<file path="src/inc/asw_pkg.sv">
package asw_pkg;
    // ****************************************************************
    // bus and channel geometry
    // ****************************************************************
    localparam int ADDR_W = 8;
    localparam int DATA_W = 8;
    localparam int NUM_CH = 12;
    localparam int NUM_PAIR = 6;
    localparam int LOW_CH = 8;
    localparam int HIGH_CH = 4;
    localparam int SHARED_W = 4;  // switch bits lost when pins are plain i/o

    // ****************************************************************
    // register offsets
    // ****************************************************************
    localparam logic [ADDR_W-1:0] OFF_SW_LOW = 8'h1a;
    localparam logic [ADDR_W-1:0] OFF_SW_HIGH = 8'h1b;
    localparam logic [ADDR_W-1:0] OFF_PAIR_EN = 8'h1c;

    // ****************************************************************
    // field positions and reset values
    // ****************************************************************
    localparam int SW_HIGH_LSB = 0;
    localparam int PAIR_EN_LSB = 0;
    localparam logic [LOW_CH-1:0] RST_SW_LOW = 8'h00;
    localparam logic [HIGH_CH-1:0] RST_SW_HIGH = 4'h0;
    localparam logic [NUM_PAIR-1:0] RST_PAIR_EN = 6'h00;
    localparam logic [DATA_W-1:0] RD_IDLE = 8'h00;
endpackage

</file>
<file path="src/inc/asw_pull_if.sv">
`timescale 1ns/1ps
`default_nettype none
// carries switch and pair-enable state to the pull-low evaluator
interface asw_pull_if;
    logic [asw_pkg::NUM_CH-1:0] sw_off;
    logic [asw_pkg::NUM_PAIR-1:0] pair_en;
    logic [asw_pkg::NUM_CH-1:0] pull;
    modport ctrl (output sw_off, output pair_en, input pull);
    modport calc (input sw_off, input pair_en, output pull);
endinterface
`default_nettype wire

</file>
<file path="src/rtl/analog_switch_pulldown_ctrl.sv">
// Strobed register access was chosen for this implementation.
`timescale 1ns/1ps
`default_nettype none
// Notes on behaviour
// - twelve switch channels over three registers
// - low register bits drive channels one-eight
// - bit one: switch off, pull if paired
// - high register bits 0-3 drive nine-twelve
// - unused upper bits always read zero
// - pins 1-4 as i/o: low bits0-3 zero
// - pins 5-8 as i/o: high bits0-3 zero
// - pair enable bit k serves two channels
// - pull only when enabled and switch off
// - pair enables hold whatever software writes
module analog_switch_pulldown_ctrl (
    input wire logic clock,                                 // 20 mhz system clock
    input wire logic reset_n,                               // async reset, active low
    input wire logic clk_en,                                // freezes all state when low
    input wire logic [asw_pkg::ADDR_W-1:0] addr,            // register address
    input wire logic [asw_pkg::DATA_W-1:0] wr_data,         // write data
    input wire logic wr_en,                                 // one-cycle write strobe
    input wire logic rd_en,                                 // one-cycle read strobe
    output logic [asw_pkg::DATA_W-1:0] rd_data,             // read data, cycle after rd_en
    input wire logic io_opt_low,                            // pins 1-4 are plain i/o
    input wire logic io_opt_high,                           // pins 5-8 are plain i/o
    output logic [asw_pkg::NUM_CH-1:0] switch_off,          // 1 = switch open
    output logic [asw_pkg::NUM_CH-1:0] pull_low             // 1 = pull-low connected
);
    import asw_pkg::*;

    // ****************************************************************
    // declarations
    // ****************************************************************
    logic io_low_s;
    logic io_high_s;
    logic [LOW_CH-1:0] sw_low_q;
    logic [LOW_CH-1:0] sw_low_d;
    logic [HIGH_CH-1:0] sw_high_q;
    logic [HIGH_CH-1:0] sw_high_d;
    logic [NUM_PAIR-1:0] pair_en_q;
    logic [NUM_PAIR-1:0] pair_en_d;
    logic [LOW_CH-1:0] low_mask;
    logic [HIGH_CH-1:0] high_mask;
    logic [DATA_W-1:0] rd_data_q;
    logic [DATA_W-1:0] rd_data_d;
    logic [NUM_CH-1:0] switch_off_q;
    logic [NUM_CH-1:0] pull_low_q;
    logic hit_low;
    logic hit_high;
    logic hit_pair;

    asw_pull_if pif ();

    // ****************************************************************
    // option straps
    // ****************************************************************
    // options are pins, so they cross into the clock domain first
    asw_sync2 #(.WIDTH(2)) u_sync (
        .clock(clock),
        .reset_n(reset_n),
        .clk_en(clk_en),
        .async_in({io_opt_high, io_opt_low}),
        .sync_out({io_high_s, io_low_s})
    );

    // shared switch bits vanish while their pins serve as plain i/o
    assign low_mask = {{(LOW_CH - SHARED_W){1'b1}}, {SHARED_W{~io_low_s}}};
    assign high_mask = {SHARED_W{~io_high_s}};

    // ****************************************************************
    // address decode
    // ****************************************************************
    assign hit_low = (addr == OFF_SW_LOW);
    assign hit_high = (addr == OFF_SW_HIGH);
    assign hit_pair = (addr == OFF_PAIR_EN);

    // ****************************************************************
    // register next values
    // ****************************************************************
    // masking the stored value too clears bits when an option appears
    always_comb begin
        sw_low_d = sw_low_q;
        if (wr_en && hit_low) begin
            sw_low_d = wr_data;
        end
        sw_low_d = sw_low_d & low_mask;
    end

    // only four channels live here, upper write bits are dropped
    always_comb begin
        sw_high_d = sw_high_q;
        if (wr_en && hit_high) begin
            sw_high_d = wr_data[SW_HIGH_LSB +: HIGH_CH];
        end
        sw_high_d = sw_high_d & high_mask;
    end

    // pair enables are plain storage; clearing shared ones is up to software
    always_comb begin
        pair_en_d = pair_en_q;
        if (wr_en && hit_pair) begin
            pair_en_d = wr_data[PAIR_EN_LSB +: NUM_PAIR];
        end
    end

    // ****************************************************************
    // register storage
    // ****************************************************************
    // undocumented reset values taken as all zero
    always_ff @(posedge clock or negedge reset_n) begin
        if (!reset_n) begin
            sw_low_q <= RST_SW_LOW;
            sw_high_q <= RST_SW_HIGH;
            pair_en_q <= RST_PAIR_EN;
        end else if (clk_en) begin
            sw_low_q <= sw_low_d;
            sw_high_q <= sw_high_d;
            pair_en_q <= pair_en_d;
        end
    end

    // ****************************************************************
    // switch and pull-low outputs
    // ****************************************************************
    // evaluate on next values so registered outputs track the registers
    assign pif.sw_off = {sw_high_d, sw_low_d};
    assign pif.pair_en = pair_en_d;

    asw_pull_calc #(.NUM_PAIR(NUM_PAIR)) u_calc (
        .pif(pif)
    );

    // outputs flopped for clean pins; no cycle lag versus the registers
    always_ff @(posedge clock or negedge reset_n) begin
        if (!reset_n) begin
            switch_off_q <= '0;
            pull_low_q <= '0;
        end else if (clk_en) begin
            switch_off_q <= pif.sw_off;
            pull_low_q <= pif.pull;
        end
    end

    // ****************************************************************
    // read path
    // ****************************************************************
    // unused and unimplemented bits read zero, unmapped addresses too
    always_comb begin
        rd_data_d = RD_IDLE;
        if (rd_en) begin
            if (hit_low) begin
                rd_data_d = sw_low_q & low_mask;
            end else if (hit_high) begin
                rd_data_d[SW_HIGH_LSB +: HIGH_CH] = sw_high_q & high_mask;
            end else if (hit_pair) begin
                rd_data_d[PAIR_EN_LSB +: NUM_PAIR] = pair_en_q;
            end
        end
    end

    // data stands only in the cycle after the strobe
    always_ff @(posedge clock or negedge reset_n) begin
        if (!reset_n) begin
            rd_data_q <= RD_IDLE;
        end else if (clk_en) begin
            rd_data_q <= rd_data_d;
        end
    end

    assign rd_data = rd_data_q;
    assign switch_off = switch_off_q;
    assign pull_low = pull_low_q;

    // every channel's pull-low follows its switch and its pair enable
    for (genvar i = 0; i < NUM_CH; i++) begin : g_chk

    end
endmodule
`default_nettype wire

</file>
<file path="src/rtl/asw_sync2.sv">
`timescale 1ns/1ps
`default_nettype none
// ****************************************************************
// two-flop synchroniser for option straps
// ****************************************************************
module asw_sync2 #(
    parameter int WIDTH = 2
) (
    input wire logic clock,               // system clock
    input wire logic reset_n,             // async reset, active low
    input wire logic clk_en,              // freezes both stages when low
    input wire logic [WIDTH-1:0] async_in, // levels from outside the domain
    output logic [WIDTH-1:0] sync_out     // synchronised levels
);
    logic [WIDTH-1:0] meta_q;
    logic [WIDTH-1:0] sync_q;

    // first stage feeds only the second, never any logic
    always_ff @(posedge clock or negedge reset_n) begin
        if (!reset_n) begin
            meta_q <= '0;
            sync_q <= '0;
        end else if (clk_en) begin
            meta_q <= async_in;
            sync_q <= meta_q;
        end
    end

    assign sync_out = sync_q;
endmodule
`default_nettype wire

</file>
<file path="src/rtl/asw_pull_calc.sv">
`timescale 1ns/1ps
`default_nettype none
// ****************************************************************
// pull-low evaluation per channel
// ****************************************************************
module asw_pull_calc #(
    parameter int NUM_PAIR = 6
) (
    asw_pull_if.calc pif  // switch state in, pull-low decision out
);
    // a channel pulls low only with its switch off and its pair enabled
    for (genvar i = 0; i < 2 * NUM_PAIR; i++) begin : g_ch
        assign pif.pull[i] = pif.sw_off[i] & pif.pair_en[i / 2];
    end
endmodule
`default_nettype wire

</file>
<file path="config.mk">
export PLATFORM = sky130hd
export DESIGN_NAME = analog_switch_pulldown_ctrl
export DESIGN_NICKNAME = d
export VERILOG_FILES = /design/src/inc/asw_pkg.sv /design/src/inc/asw_pull_if.sv /design/src/rtl/analog_switch_pulldown_ctrl.sv /design/src/rtl/asw_sync2.sv /design/src/rtl/asw_pull_calc.sv
export SDC_FILE = /design/constraint.sdc
export NUM_CORES = 1
export LEC_CHECK = 0
export BUFFER_PORTS_ARGS = -buffer_cell sky130_fd_sc_hd__buf_2
export CELL_PAD_IN_SITES_DETAIL_PLACEMENT = 2
export CELL_PAD_IN_SITES_GLOBAL_PLACEMENT = 2
export CORE_MARGIN = 2
export CORE_UTILIZATION = 35
export CTS_CLUSTER_DIAMETER = 120
export DETAILED_ROUTE_END_ITERATION = 8
export PLACE_DENSITY_LB_ADDON = 0.1
export SLEW_MARGIN = 20
export SYNTH_ARGS = -nofsm -noshare
export SYNTH_HDL_FRONTEND = slang
export SYNTH_HIERARCHICAL = 1
export SYNTH_SLANG_ARGS = --single-unit
export TNS_END_PERCENT = 30
</file>
<file path="constraint.sdc">
create_clock -name clock -period 2.2 [get_ports clock]
set_clock_uncertainty 0.1 [all_clocks]
set_input_delay 0.33 -clock clock [delete_from_list [all_inputs] [get_ports clock]]
set_output_delay 0.33 -clock clock [all_outputs]
set_load 0.005 [all_outputs]
</file>
# [Yosys cells after proc, flatten, opt, wreduce, memory -nomap -nowiden]
# Cells that the tools add are included.
# Widths: inputs -> output; s select.
[totals] reg_bits=54 elab_cells=41 inputBits=23
[op_classes] reduce_logical=3 n_eq_ne=3 n_bitwise=18 n_mux=9
[ops] op="$eq 8x5->1 const B" count=3
[ops] op="$mux 6" count=3
[ops] op="$and 8x8->8" count=2
[ops] op="$mux 8" count=2
[ops] op="$and 1x1->1" count=12
[ops] op="$and 4x4->4" count=2
[ops] op="$mux 4" count=2
[ops] op="$mux 2" count=2
[ops] op="$logic_and 1x1->1" count=3
[ops] op="$not 1->1" count=2

# [Longest topological paths before layout]
[depth] depth_word=5 ltp_mapped=9 ltp_nobuf=6

# [Hierarchy]
# Netlist, hierarchy kept.
[by_module_without_submodules] mod="analog_switch_pulldown_ctrl" instances=1 cells_per_inst=195 area_per_inst_um2=2009.4
[by_module_without_submodules] mod="asw_sync2" instances=1 cells_per_inst=8 area_per_inst_um2=145.1
[by_module_without_submodules] mod="asw_pull_calc" instances=1 cells_per_inst=12 area_per_inst_um2=75.1

# [Least setup slack after synthesis]
# Ideal clock, no wire load.
[synth_path] kind="input to register" from="input port addr[7] (netlist name)" to="register pull_low_q[1], in the netlist pull_low[1]" setup_slack_ns=0.018 required_time_ns=1.975 setup_ns=0.125 n_path_buf=2 cell_stages=8 arrival_ns=1.958 path_cell_list="or3b_2 > or3_1 > buf_6 > buf_6 > nand2_2 > o21ai_1 > and2_1 > mux2_2"
[synth_between] elab_chain_cells=5 elab_cells_between_ends=8 classes_between="eq/ne (2); mux (2); bitwise (2); reduce/logical (2)"
[synth_rtl] item="start, declared" line="analog_switch_pulldown_ctrl.sv:19" source="input wire logic [asw_pkg::ADDR_W-1:0] addr,"
[synth_rtl] item="$eq 8x5->1" line="analog_switch_pulldown_ctrl.sv:73" source="assign hit_low = (addr == OFF_SW_LOW);"
[synth_rtl] item="$logic_and 1x1->1" line="analog_switch_pulldown_ctrl.sv:83" source="if (wr_en && hit_low) begin"
[synth_rtl] item="$mux 8" line="analog_switch_pulldown_ctrl.sv:83"
[synth_rtl] item="$and 8x8->8" line="analog_switch_pulldown_ctrl.sv:86" source="sw_low_d = sw_low_d & low_mask;"
[synth_rtl] item="via sw_low_d[1]" line="analog_switch_pulldown_ctrl.sv:37" source="logic [LOW_CH-1:0] sw_low_d;"
[synth_rtl] item="$and 1x1->1" line="asw_pull_calc.sv:13" source="assign pif.pull[i] = pif.sw_off[i] & pif.pair_en[i / 2];"
[synth_rtl] item="via pif.pull (one bit)" line="asw_pull_if.sv:7" source="logic [asw_pkg::NUM_CH-1:0] pull;"
[synth_rtl] item="end signal, assigned" line="analog_switch_pulldown_ctrl.sv:140" source="pull_low_q <= pif.pull;"
[synth_rtl] item="end, declared" line="analog_switch_pulldown_ctrl.sv:47" source="logic [NUM_CH-1:0] pull_low_q;"
# The timed path passes the listed nets, and every way through them passes these cells.
# A chain may end at the register's enable or synchronous reset.

# [Worst setup path after layout]
[layout_path] from="input port addr[7] (netlist name)" to="register pull_low_q[3], in the netlist pull_low[3]"
# The elaborated chain is that of the path after synthesis.

==> impl_metrics.ini <==
[clocking]
cts_tree = built
clk_path_buf_depth = 2
root_buffer = clkbuf_8
clock_latency_ns = 0.29
htreeDepth = 2
numClockSinks = 42
cts_buffers = 5
cts_resized = 0
cts.clk_slew.worst_paths_ns = 0.09

[floorplan]
pin_count = 55
start_util_pct = 35.7
coreArea_sq_um = 6240
std_cell_rows = 29
die_h_um = 83.8
die-area_sq_um = 7020
fp.dieW_um = 83.8

[timing]
max_freq_mhz = 500
layout_min_cycle_time_ns = 2.00
slew_headroom_pct = 69.7
finalHoldViolations = 0
slew_violations = 0
whs_ns = 0.164
rsz0062_at_grt = no
max_slew.worst_pin.slew_ns = 0.454
setup_viol = 0
fin_crit_sh_pct = 91.0

[critical_path]
crit_cells = 8
endpoint_kind = flip-flop
criticalPathCategory = in -> reg
worstPathArrival_ns = 2.09
cp-startpoint = addr[7]
crit-reg2reg-launch = u_sync/sync_out[1]
timing.critical_path.buf_inv = 2
cp_top_family = simple AND/OR/NAND/NOR gates
setup.worst_path.start_class = input pin
path_max_fanout = 11
crit_path_top_delay_cell = or3b_2
max_stage_delay_ns = 0.48
worstPathCellList = buf_2 -> or3b_2 -> or3_1 -> buf_4 -> nand2_1 -> o21ai_1 -> and2_1 -> mux2_2
ff2ff_setup_slack_ns = 0.49
crit_end = pull_low[3]
r2r_end = pull_low[11]
required_ns = 2.29
r2r_cells = 5

[pwr]
p_leak_nw = 1.39
power.density_nw_per_um2 = 639
ir_drop_v = 0.000249

[routing]
num_vias = 1867
dr.pass1.iters = 4
wl_um = 6870
drtAntennaViolNets = 0
highest_layer = met4
route.met3.wl_um = 264
wl_met2_um = 3320
drc = 0
drtIter0Drc = 52
wl_per_cell_um = 19.1
wl_met1_um = 3240
viasPerCell = 5.20

[logic_synthesis]
syn_area_sq_um = 2230
synth_most_common_cell = dfrtp_1
synth-seq-cells = 42
avgSynthCellArea_sq_um = 10.4
synth-main-ff-cell = dfrtp_1
synth_edf_count = 0
ys_types = 31
synth_nets = 238
synth_top_cell_area_share_pct = 47.1
yosys_warnings = 6
async_flop_share_pct = 100
yosysSeqAreaShare_pct = 47.1
yosys-top-cells-count = 42 x dfrtp_1, 32 x mux2_2, 25 x nand2b_1, 22 x nand2_1, 12 x and2_1
yosys.area.top_type = dfrtp_1
synthTopCellsByArea = dfrtp_1 47%, mux2_2 16%, nand2b_1 7.0%
synth_cells = 215

[placed_design]
routabilityCongestion = 0.775
portBuffers = 54
dp_hpwl_um = 5080
place_area_sq_um = 2660

[grt]
grt_use_total_pct = 20.5
antenna_found_initial = 0
grt_start_max_net_pins = 24
overflow = 0
grt_pass1_wl_um = 11300
grt_pass1_vias = 2086

[layout]
final_nets = 304
antenna_cells = 0
synthToLayoutAreaGrowth_pct = 24.8
final_area_sq_um = 2780
fillers = 690
drive_gt1_share_pct = 39.7

[status]
outcome = finished clean

[worst_hold_path]
hold_depth = 2
hp-class = in -> reg

[run]
cap_violations = 0
-- layout by cell type (no fill, tap or decap), types with 3 or more instances in the layout --
master	count
inv_1	8
nand2b_1	25
nor2_1	4
nand3_1	3
buf_2	54
o311ai_0	3
o21ai_0	6
buf_4	14
o311ai_1	4
a21oi_1	8
mux2_2	32
dfrtp_1	42
nand4_1	3
o21ai_1	4
clkbuf_8	5
o32ai_1	4
and2_1	12
nor2b_1	7
nand2_1	22
-- worst reg2reg max path, stage by stage (launching register included) --
cell,delay (ns)
dfrtp_1,0.60
nand2b_1,0.18
nand2b_1,0.12
o21ai_0,0.15
and2_1,0.20
mux2_2,0.25
-- stage by stage --
stage	util [%]	power [mW]	setup WS (ns)	std cells	TNS, ns
2_1_floorplan	-	1.01	0.0176	215	0
6_report	44.6	1.78	0.198	359	0
3_3_place_gp	42.7	1.16	-0.0562	350	-0.206
5_1_grt	44.6	1.87	0.141	359	0
3_5_place_dp	42.7	1.17	-0.108	350	-0.586
4_1_cts	44.6	1.81	0.206	359	0
-- worst min path at each step --
stage                           start                to  slack (ns)
after floorplan               reset_n      pair_en_q[0]       -0.07
after global placement        reset_n  u_sync/meta_q[0]        0.14
after detailed placement      reset_n  u_sync/meta_q[0]        0.15
after CTS                  io_opt_low  u_sync/meta_q[0]        0.15
after global routing      io_opt_high  u_sync/meta_q[1]        0.16
final                      io_opt_low  u_sync/meta_q[0]        0.16
-- registers in the layout (all words and copies together), names as in the netlist --
name,cells
rd_data,8
sw_low_q,7
switch_off,1
sw_high_q,4
u_sync/meta_q,2
pull_low,12
u_sync/sync_out,2
pair_en_q,6
-- per-layer routing --
metal / vias up / track usage, %
li1: 880 / -
met1: 942 / 28.2
met2: 41 / 34.0
met3: 4 / 3.26
met4: 0 / 4.55
met5: - / 0
-- power breakdown --
| group | internal, mW | switching [mW] | total (mW) |
|---|---|---|---|
| logic | 0.134 | 0.146 | 0.280 |
| clock network | 0.339 | 0.280 | 0.619 |
| registers | 0.821 | 0.0573 | 0.878 |
-- cell type report --
cell class / count / area (sq um) / area share [%]
clock inverter: 2 / 37.5 / 1.35
multi-input combinational: 154 / 1090 / 39.2
timing repair buffer: 70 / 405 / 14.6
tap: 77 / 96.3 / 3.46
sequential: 42 / 1050 / 37.8
clock buffer: 6 / 72.6 / 2.61
inverter: 8 / 30.0 / 1.08
-- cells by family (layout without fill, tap and decap cells) --
| kind of cell | after synthesis | after routing | share of synthesized area (%) |
|---|---|---|---|
| AO/OA/AOI/OAI | 33 | 33 | 9.71 |
| buffers and inverters | 19 | 86 | 3.98 |
| flip-flops | 42 | 42 | 47.1 |
| multiplexers | 32 | 32 | 16.2 |
| AND/OR/NAND/NOR | 89 | 89 | 23.0 |
-- what timing repair did --
action | in CTS | in global routing
hold buffers | 1 | 0
endpoints found under the hold margin | 11 | 0
buffers inserted | 0 | 0
Note: power is estimated with default switching activity, not from simulation.
